===== src/hdl/asrm_pkg.sv =====
// Package: shared constants and types for the async RAM host controller
package asrm_pkg;
    // ----------------------------------------
    // Geometry limits
    // ----------------------------------------
    localparam int unsigned ASRM_DEPTH_STEP = 16;   // Depth granularity in words
    localparam int unsigned ASRM_DEPTH_MAX  = 256;  // Deepest single macro
    localparam int unsigned ASRM_WIDTH_MAX  = 32;   // Widest single macro
    localparam int unsigned ASRM_BITS_MAX   = 8192; // Capacity ceiling per macro
    // Chosen macro shape, fixed
    localparam int unsigned ASRM_DEPTH      = 256;
    localparam int unsigned ASRM_WIDTH      = 32;
    localparam int unsigned ASRM_AW         = 8;
    // ----------------------------------------
    // Strobe timing, in ns and in cycles
    // ----------------------------------------
    localparam int unsigned ASRM_CLK_NS     = 20;
    localparam int unsigned ASRM_SETUP_NS   = 20;   // Address settle before strobe
    localparam int unsigned ASRM_PULSE_NS   = 20;   // Write strobe width
    localparam int unsigned ASRM_HOLD_NS    = 20;   // Address hold after strobe
    localparam int unsigned ASRM_READ_NS    = 40;   // Read access wait
    localparam logic [3:0]  ASRM_SETUP_CYC  = 4'((ASRM_SETUP_NS + ASRM_CLK_NS - 1) / ASRM_CLK_NS);
    localparam logic [3:0]  ASRM_PULSE_CYC  = 4'((ASRM_PULSE_NS + ASRM_CLK_NS - 1) / ASRM_CLK_NS);
    localparam logic [3:0]  ASRM_HOLD_CYC   = 4'((ASRM_HOLD_NS + ASRM_CLK_NS - 1) / ASRM_CLK_NS);
    localparam logic [3:0]  ASRM_READ_CYC   = 4'((ASRM_READ_NS + ASRM_CLK_NS - 1) / ASRM_CLK_NS);
    // ----------------------------------------
    // Sequencer states and write methods
    // ----------------------------------------
    typedef enum logic [2:0] {
        ASRM_IDLE  = 3'b000,
        ASRM_SETUP = 3'b001,
        ASRM_PULSE = 3'b010,
        ASRM_HOLD  = 3'b011,
        ASRM_READ  = 3'b100
    } asrm_state_e;
    typedef enum logic {
        ASRM_WM_SEL = 1'b0,   // Hold select, pulse the write strobe
        ASRM_WM_ARR = 1'b1    // Hold write level, pulse array select
    } asrm_wmode_e;
endpackage : asrm_pkg


===== src/hdl/asrm_seq_if.sv =====
// Interface: request channel between host top and its strobe timer
`timescale 1ns/1ns
interface asrm_seq_if;
    logic       start;   // Load the timer
    logic [3:0] count;   // Cycles to wait
    logic       done;    // Timer expired, one-cycle pulse
    modport ctl (output start, output count, input done);
    modport tmr (input start, input count, output done);
endinterface : asrm_seq_if


===== src/hdl/asrm_timer.sv =====
// Module: down-counter that paces each strobe phase
`timescale 1ns/1ns
module asrm_timer
    import asrm_pkg::*;
(
    input  wire logic   clk,
    input  wire logic   rst_n,
    asrm_seq_if.tmr     seq
);
    logic [3:0] cnt_r;
    logic       run_r;

    // ----------------------------------------
    // Phase counter
    // ----------------------------------------
    // Count down from the loaded figure; done fires on the last cycle
    always_ff @(posedge clk or negedge rst_n) begin
        if (!rst_n) begin
            cnt_r <= 4'h0;
            run_r <= 1'b0;
        end else if (seq.start) begin
            cnt_r <= seq.count;
            run_r <= 1'b1;
        end else if (run_r) begin
            cnt_r <= cnt_r - 4'h1;
            if (cnt_r == 4'h1) begin
                run_r <= 1'b0;
            end
        end
    end

    assign seq.done = run_r && (cnt_r == 4'h1);
endmodule : asrm_timer


===== src/hdl/asrm_host.sv =====
// Module: host sequencer driving one async single- or dual-port RAM macro
`timescale 1ns/1ns
module asrm_host
    import asrm_pkg::*;
(
    input  wire logic                  clk,
    input  wire logic                  rst_n,
    // User request side
    input  wire logic                  req_valid,
    output logic                       req_ready,
    input  wire logic                  req_write,
    input  wire asrm_wmode_e           req_wmode,
    input  wire logic [ASRM_AW-1:0]    req_addr,
    input  wire logic [ASRM_WIDTH-1:0] req_wdata,
    output logic                       rsp_valid,
    output logic [ASRM_WIDTH-1:0]      rsp_rdata,
    // Single-port macro pins
    output logic                       sp_array_sel,
    output logic                       sp_read_sel,
    output logic [ASRM_AW-1:0]         shared_addr,
    // Dual-port macro pins
    output logic                       dp_array_sel,
    output logic                       dp_read_en,
    output logic                       dp_write_en,
    output logic [ASRM_AW-1:0]         read_addr,
    output logic [ASRM_AW-1:0]         write_addr,
    // Shared data pins; each macro gets its own read bus
    output logic [ASRM_WIDTH-1:0]      write_data_in,
    input  wire logic [ASRM_WIDTH-1:0] sp_read_data_out,
    input  wire logic [ASRM_WIDTH-1:0] dp_read_data_out,
    input  wire logic                  use_dual
);
    // ----------------------------------------
    // Static shape checks
    // ----------------------------------------
    // Shape is fixed, so these only guard edits of the package
    initial begin
        if ((ASRM_DEPTH % ASRM_DEPTH_STEP) != 0 || ASRM_DEPTH > ASRM_DEPTH_MAX) begin
            $error("Bad macro depth");
        end
        if (ASRM_WIDTH > ASRM_WIDTH_MAX || ASRM_WIDTH < 1) begin
            $error("Bad macro width");
        end
        if (ASRM_DEPTH * ASRM_WIDTH > ASRM_BITS_MAX) begin
            $error("Macro exceeds capacity");
        end
    end

    asrm_state_e                state_r;
    logic                       wr_r;
    asrm_wmode_e                wm_r;
    logic                       dual_r;
    logic [ASRM_AW-1:0]         addr_r;
    logic [ASRM_WIDTH-1:0]      wdata_r;
    logic                       dual_m1_r;
    logic                       dual_m2_r;
    asrm_seq_if                 seq ();

    // ----------------------------------------
    // Phase timer
    // ----------------------------------------
    asrm_timer u_timer (
        .clk   (clk),
        .rst_n (rst_n),
        .seq   (seq)
    );

    // Variant strap is external; two flops before use
    always_ff @(posedge clk or negedge rst_n) begin
        if (!rst_n) begin
            dual_m1_r <= 1'b0;
            dual_m2_r <= 1'b0;
        end else begin
            dual_m1_r <= use_dual;
            dual_m2_r <= dual_m1_r;
        end
    end

    assign req_ready = (state_r == ASRM_IDLE);

    // Load the timer whenever a phase begins
    always_comb begin
        seq.start = 1'b0;
        seq.count = ASRM_SETUP_CYC;
        unique case (state_r)
            ASRM_IDLE: begin
                seq.start = req_valid;
                // Pins lag state by a cycle, so one extra keeps the full access wait
                seq.count = req_write ? ASRM_SETUP_CYC : 4'(ASRM_READ_CYC + 4'h1);
            end
            ASRM_SETUP: begin
                seq.start = seq.done;
                seq.count = ASRM_PULSE_CYC;
            end
            ASRM_PULSE: begin
                seq.start = seq.done;
                seq.count = ASRM_HOLD_CYC;
            end
            ASRM_HOLD, ASRM_READ: begin
                seq.start = 1'b0;
            end
        endcase
    end

    // ----------------------------------------
    // Access sequencer
    // ----------------------------------------
    // Address stays fixed across setup, pulse and hold
    always_ff @(posedge clk or negedge rst_n) begin
        if (!rst_n) begin
            state_r <= ASRM_IDLE;
            wr_r    <= 1'b0;
            wm_r    <= ASRM_WM_SEL;
            dual_r  <= 1'b0;
            addr_r  <= '0;
            wdata_r <= '0;
        end else begin
            unique case (state_r)
                ASRM_IDLE: begin
                    if (req_valid) begin
                        wr_r    <= req_write;
                        wm_r    <= req_wmode;
                        dual_r  <= dual_m2_r;
                        addr_r  <= req_addr;
                        wdata_r <= req_wdata;
                        state_r <= req_write ? ASRM_SETUP : ASRM_READ;
                    end
                end
                ASRM_SETUP: if (seq.done) state_r <= ASRM_PULSE;
                ASRM_PULSE: if (seq.done) state_r <= ASRM_HOLD;
                ASRM_HOLD:  if (seq.done) state_r <= ASRM_IDLE;
                ASRM_READ:  if (seq.done) state_r <= ASRM_IDLE;
            endcase
        end
    end

    // ----------------------------------------
    // Single-port pin drive
    // ----------------------------------------
    // Write by select pulse or by array-select pulse; fall of pulse latches
    always_ff @(posedge clk or negedge rst_n) begin
        if (!rst_n) begin
            sp_array_sel <= 1'b0;
            sp_read_sel  <= 1'b1;
            shared_addr  <= '0;
        end else begin
            shared_addr <= addr_r;
            if (dual_r || state_r == ASRM_IDLE) begin
                sp_array_sel <= 1'b0;
                sp_read_sel  <= 1'b1;
            end else if (state_r == ASRM_READ) begin
                sp_array_sel <= 1'b1;
                sp_read_sel  <= 1'b1;
            end else if (wm_r == ASRM_WM_SEL) begin
                sp_array_sel <= 1'b1;
                sp_read_sel  <= (state_r != ASRM_PULSE);
            end else begin
                sp_array_sel <= (state_r == ASRM_PULSE);
                sp_read_sel  <= 1'b0;
            end
        end
    end

    // ----------------------------------------
    // Dual-port pin drive
    // ----------------------------------------
    // Idle keeps both enables low: standby
    always_ff @(posedge clk or negedge rst_n) begin
        if (!rst_n) begin
            dp_array_sel <= 1'b0;
            dp_read_en   <= 1'b0;
            dp_write_en  <= 1'b0;
            read_addr    <= '0;
            write_addr   <= '0;
        end else begin
            read_addr  <= addr_r;
            write_addr <= addr_r;
            if (!dual_r || state_r == ASRM_IDLE) begin
                dp_array_sel <= 1'b0;
                dp_read_en   <= 1'b0;
                dp_write_en  <= 1'b0;
            end else if (state_r == ASRM_READ) begin
                dp_array_sel <= 1'b1;
                dp_read_en   <= 1'b1;
                dp_write_en  <= 1'b0;
            end else if (wm_r == ASRM_WM_SEL) begin
                // One access at a time, so never same-address overlap
                dp_array_sel <= 1'b1;
                dp_read_en   <= 1'b0;
                dp_write_en  <= (state_r == ASRM_PULSE);
            end else begin
                dp_array_sel <= (state_r == ASRM_PULSE);
                dp_read_en   <= 1'b0;
                dp_write_en  <= 1'b1;
            end
        end
    end

    // ----------------------------------------
    // Data paths
    // ----------------------------------------
    // Sample read data on the last wait cycle, when access time has passed
    always_ff @(posedge clk or negedge rst_n) begin
        if (!rst_n) begin
            write_data_in <= '0;
            rsp_valid     <= 1'b0;
            rsp_rdata     <= '0;
        end else begin
            write_data_in <= wdata_r;
            rsp_valid     <= (state_r == ASRM_READ) && seq.done;
            if (state_r == ASRM_READ && seq.done) begin
                rsp_rdata <= dual_r ? dp_read_data_out : sp_read_data_out;
            end
        end
    end
endmodule : asrm_host


===== config.mk =====
export PLATFORM = sky130hd
export DESIGN_NAME = asrm_host
export DESIGN_NICKNAME = d
export VERILOG_FILES = /design/src/hdl/asrm_pkg.sv /design/src/hdl/asrm_seq_if.sv /design/src/hdl/asrm_timer.sv /design/src/hdl/asrm_host.sv
export SDC_FILE = /design/constraint.sdc
export NUM_CORES = 1
export LEC_CHECK = 0
export BUFFER_PORTS_ARGS = -buffer_cell sky130_fd_sc_hd__buf_2
export CORE_MARGIN = 2
export CORE_UTILIZATION = 25
export CTS_BUF_LIST = sky130_fd_sc_hd__clkbuf_16
export CTS_CLUSTER_DIAMETER = 60
export DETAILED_ROUTE_END_ITERATION = 8
export PLACE_DENSITY = 0.51
export SETUP_SLACK_MARGIN = 0.15
export SLEW_MARGIN = 20
export SYNTH_ARGS = -nofsm -noshare
export SYNTH_HDL_FRONTEND = slang
export SYNTH_SLANG_ARGS = --single-unit

===== constraint.sdc =====
create_clock -name clk -period 1.62 [get_ports clk]
set_input_delay 0.081 -clock clk [delete_from_list [all_inputs] [get_ports clk]]
set_output_delay 0.081 -clock clk [all_outputs]
set_load 0.02 [all_outputs]

# After elaboration in Yosys (flattened, before gate mapping)

Index checks and enable logic that the tools add are counted.
W data, S select, Z words.

Register bits: 130
Latch bits: 0
Memory bits (writable): 0
Memory bits (read-only): 0
Input port bits: 110
Output and inout port bits: 95
Memories kept: 0

$add $sub $neg: 1
$mul: 0
Divide/modulo/power cells: 0
Order comparisons: 0
Eq/ne operators: 10
Shifts and indexed selects: 0
Mux-type cells: 27
Bitwise logic cells: 0
Reductions and logical operators: 11

Operators with widths:

| kind                  | count |
|---|---|
| $mux W32              | 1 |
| $mux W1               | 15 |
| $mux W3               | 5 |
| $pmux W3 S4           | 1 |
| $mux W4               | 2 |
| $eq A3 B2 Y1 const B  | 2 |
| $ne A2 B2 Y1 const B  | 3 |
| $eq A4 B1 Y1 const B  | 1 |
| $mux W2               | 2 |
| $reduce_and A4 Y1     | 1 |
| $reduce_or A2 Y1      | 2 |
| $sub A4 B1 Y4 const B | 1 |
| $eq A3 B1 Y1 const B  | 1 |
| $eq A3 B3 Y1 const B  | 1 |
| $logic_not A3 Y1      | 1 |
| $ne A3 B2 Y1 const B  | 1 |
| $pmux W1 S3           | 1 |
| $logic_and A1 B1 Y1   | 2 |
| $logic_or A1 B1 Y1    | 2 |
| $ne A2 B1 Y1 const B  | 1 |
| $reduce_and A2 Y1     | 1 |
| $reduce_bool A2 Y1    | 1 |
| $logic_not A1 Y1      | 1 |

# Logic depth before layout (Yosys ltp)

Depth after elaboration: 4
Depth in mapped cells: 7
Depth with buffers taken out: 5

# Modules after synthesis

Synthesis repeated with hierarchy kept, for this count alone.

Cells, all modules: 357
Area total of the unflattened synthesis: 4938.5 um^2

Modules (own cells, without submodules):

| module     | times used | cells each | area an instance (um^2) | seq. area each (um^2) |
|---|---|---|---|---|
| asrm_host  | 1          | 330        | 4650.7                  | 3129.3 |
| asrm_timer | 1          | 27         | 287.8                   | 125.1 |

# Worst setup path before layout

Ideal clock, no wire load.

Kind: reg2reg
Start: register state_r[2]
End: register dp_array_sel
Library setup time: 119 ps
Data arrival time: 1579 ps
Slack: -78 ps
Stages on the path, launching flop included: 6
Buffers on the path: 2
Path through: dfrtp_1 > clkbuf_1 > clkbuf_1 > nor3_1 > a21oi_1 > and2_1

Elaborated cells on any way between the ends: 7
Those cells by class: eq/ne (2); mux (3); reduce/logical (2)

RTL lines:

| element                | RTL line         | RTL |
|---|---|---|
| from (decl)            | asrm_host.sv:49  | `asrm_state_e state_r;` |
| from (signal assigned) | asrm_host.sv:126 | `state_r <= req_write ? ASRM_SETUP : ASRM_READ;` |
| $logic_not A3 Y1       | -                |  |
| via req_ready          | asrm_host.sv:10  | `output logic req_ready,` |
| $logic_or A1 B1 Y1     | asrm_host.sv:178 | `if (!dual_r \|\| state_r == ASRM_IDLE) begin` |
| $mux W1                | asrm_host.sv:178 |  |
| to (signal assigned)   | asrm_host.sv:192 | `dp_array_sel <= (state_r == ASRM_PULSE);` |
| to (decl)              | asrm_host.sv:22  | `output logic dp_array_sel,` |

The timed path passes the listed nets, and every way through them passes these cells.
A chain may end at the register's enable or synchronous reset.

# Worst setup path in the final report

Start: register u_timer.cnt_r[0]
End: register rsp_rdata[31]

Cells in the longest elaborated chain, start to end: 3

RTL lines:

| element                | RTL line         | RTL |
|---|---|---|
| from (decl)            | asrm_timer.sv:10 | `logic [3:0] cnt_r;` |
| from (signal assigned) | asrm_timer.sv:22 | `cnt_r <= seq.count;` |
| from (signal assigned) | asrm_timer.sv:25 | `cnt_r <= cnt_r - 4'h1;` |
| $eq A4 B1 Y1           | asrm_timer.sv:32 | `assign seq.done = run_r && (cnt_r == 4'h1);` |
| $logic_and A1 B1 Y1    | asrm_timer.sv:32 |  |
| $logic_and A1 B1 Y1    | asrm_host.sv:211 | `if (state_r == ASRM_READ && seq.done) begin` |
| to (signal assigned)   | asrm_host.sv:212 | `rsp_rdata <= dual_r ? dp_read_data_out : sp_read_data_out;` |
| to (decl)              | asrm_host.sv:16  | `output logic [ASRM_WIDTH-1:0] rsp_rdata,` |

No other way between the ends.

==> impl_metrics.toml <==
[clocking]
cts_buffers = 17
clock-sinks = 130
cts_tree = "done"
clkTransAtPathRegs_ns = 0.06
cts_root_buf = "clkbuf_16"
clk_path_buf_depth = 2
clock_latency_ns = 0.40
h-tree-depth = 4

[global_routing]
grt_util_met1_pct = 14.4
busiest_layer = "met2"
grt_first_pass_wirelength_um = 19800
grt_pass1_vias = 3805
use_met3_pct = 4.73
grt.met2_usage_pct = 19.2
grt_max_degree = 73
overflow = 0
grt_use_total_pct = 11.8
antenna_found_initial = 0

[run_status]
violations = "negative setup slack"
outcome = "finished with violations"

[layout]
layoutNonFillerInstCount = 858
final_common_cell = "buf_2"
num_antenna_cells = 0
syn_to_final_growth_pct = 54.0
final_cell_mix = "buf_2, dfrtp_1, mux2_2"
layout-drive-gt1-share_pct = 62.7
nNetsFinal = 696

[drt]
routedWlPerCell_um = 14.9
drtAntennaViolNets = 0
drt_first_pass_iters = 4
vias = 3489
wirelength_um = 12800
drc = 0
drt_iter0_drc = 87
viasPerCell = 4.07

[timing]
tns_ns = -0.0938
setup_viol = 14
rsz0062_at_grt = "true"
worst_slack_ns = -0.0140
max_freq_ghz = 0.612
fin_skew_ns = 0.00638
min_period_ns = 1.63
hold_viol_final = 0
maxSlewHeadroom_pct = 54.9
tightest_slew_ns = 0.677
maxSlewViolCount = 0
worst_hold_slack_ns = 0.0340
fin_crit_sh_pct = 101

[synth]
ys_seq_elements = 130
synth_top_area_share_pct = 64.1
synthMuxAreaShare_pct = 23.7
ys_seq_area_share_pct = 64.6
syn_area_per_cell_um2 = 15.7
synth-compound-area-share_pct = 1.84
synth_top_family_by_area = "multiplexers"
synthAdderAreaFrac_pct = 0.497
synth_cell_types = 38
yosysTopAreaCell = "dfrtp_1"
synth-warning-count = 0
synth-simple-area-share_pct = 3.60
synth-xor-area-share_pct = 0.695
synth_nets = 433
syn_area_mm2 = 0.00504
synth.area.top_cells = "dfrtp_1, mux2_2, buf_4, buf_6, mux2_1"
async_flop_share_pct = 100
synth_ff_type = "dfrtp_1"
synth-edff-count = 0
postSynthCellCount = 321

[pwr]
ir_drop_mv = 0.876
leakage_uw = 0.00375
power.total_uw = 16500
p_clk_share_pct = 22.2
pwr-share-seq_pct = 34.2
p_per_area_mw_per_mm2 = 2130
power_switching_uw = 5740
p_int_uw = 10800
power_frac_comb_pct = 43.6
p_sw_share_pct = 34.8

[floorplan]
die-area_mm2 = 0.0213
pin_count = 205
start_util_pct = 25.6
core_area_mm2 = 0.0197
dieHeight_um = 146
rows = 51
dieWidth_um = 146

[min_path]
hold_path.class = "input port to register"

[critical_path]
ff2ff_path_depth = 5
cp-start-kind = "register"
startpoint = "u_timer.cnt_r[0]"
critPathKind = "register to register"
r2r_slack_ns = -0.01
setup.worst_path.end = "rsp_rdata[31]"
crit_fanout = 17
r2r-start = "u_timer.cnt_r[0]"
cp-end-kind = "register"
cp.required_ns = 1.90
r2r-end = "rsp_rdata[31]"
crit_arrival_ns = 1.92

[place]
hpwl_um = 8140
dp_cells = 773
numPortBuffers = 204
place.gp.congestion = 0.789

[run]
cap_violations = 0
## per-layer routing
metal / wire length [um] / up-vias
met2: 6260 / 144
met1: 5490 / 1710
met4: 142 / 0
met5: 0 / -
li1: - / 1623
met3: 930 / 12
## logic make-up (layout without fill, tap and decap cells)
logic type | Yosys count | count (layout)
flops | 130 | 130
mux | 106 | 106
buf+inv | 37 | 309
simple gates | 28 | 28
compound gates | 14 | 14
xor+xnor | 4 | 4
fa+ha+maj | 2 | 2
## what timing repair did
item / CTS / global route
setup endpoints to repair: 79 / 80
pin swaps: 2 / 1
buffers inserted: 6 / 1
hold buffers: 45 / 0
cloned: 2 / 3
endpoints found under the hold margin: 173 / 0
resized for setup: 55 / 8
## power groups by stage
stage	registers (uW)	clock network [uW]	logic [uW]
after floorplan	6770	0	3130
after global placement	5590	0	6020
after detailed placement	5650	0	6130
after CTS	5640	3790	7070
after global routing	5850	3940	7670
final	5640	3660	7200
## cell type report
class / instances / area, um2
Clock buffer: 17 / 425
Clock inverter: 11 / 126
Fill cell: 1895 / 11900
Inverter: 5 / 18.8
Multi-Input combinational cell: 154 / 1740
Sequential cell: 130 / 3260
Tap cell: 265 / 332
Timing Repair Buffer: 276 / 1870
## critical path: stages, from the launching register on
cell      delay, ns
dfrtp_1        0.41
ha_4           0.17
and4bb_2       0.26
nand3_4        0.14
buf_12         0.18
mux2_2         0.36
## how the worst min path moves through the flow
stage | startpoint | end | cells past startpoint
after floorplan | rst_n | addr_r[0] | 0
after global placement | rst_n | write_data_in[21] | 1
after detailed placement | rst_n | write_data_in[21] | 1
after CTS | sp_read_data_out[14] | rsp_rdata[14] | 3
after global routing | rst_n | wdata_r[21] | 2
final | sp_read_data_out[14] | rsp_rdata[14] | 3
## sequential cells by signal, indices dropped and copies added (netlist names)
register	cells
dual_m2_r	1
dp_read_en	1
addr_r	8
dp_array_sel	1
rsp_valid	1
sp_read_sel	1
wdata_r	32
state_r	3
u_timer.cnt_r	4
sp_array_sel	1
dual_m1_r	1
write_addr	8
dual_r	1
write_data_in	32
wm_r	1
rsp_rdata	32
dp_write_en	1
u_timer.run_r	1
## cell usage after synthesis, types with 2 or more instances
library cell and number:
o21ai_0 2, inv_1 5, nor3_1 3, nand2_1 5, buf_1 2, buf_2 3
a21oi_1 3, xnor2_1 2, nand2b_1 3, xor2_1 2, buf_6 7, mux2_1 3
nor2_1 6, ha_1 2, and2_1 2, a21o_1 2, dfrtp_1 129, clkbuf_1 3
mux2_2 102, buf_4 17
## stage by stage
stage	utilization [%]	instance area, um2	setup slack, ns
2_1_floorplan	-	5080	-0.0545
3_3_place_gp	32.3	6350	0.0318
3_5_place_dp	32.3	6350	-0.00393
4_1_cts	39.0	7670	-0.0115
5_1_grt	39.5	7760	-0.0740
6_report	39.5	7760	-0.0140
(Power assumes the default switching activity.)
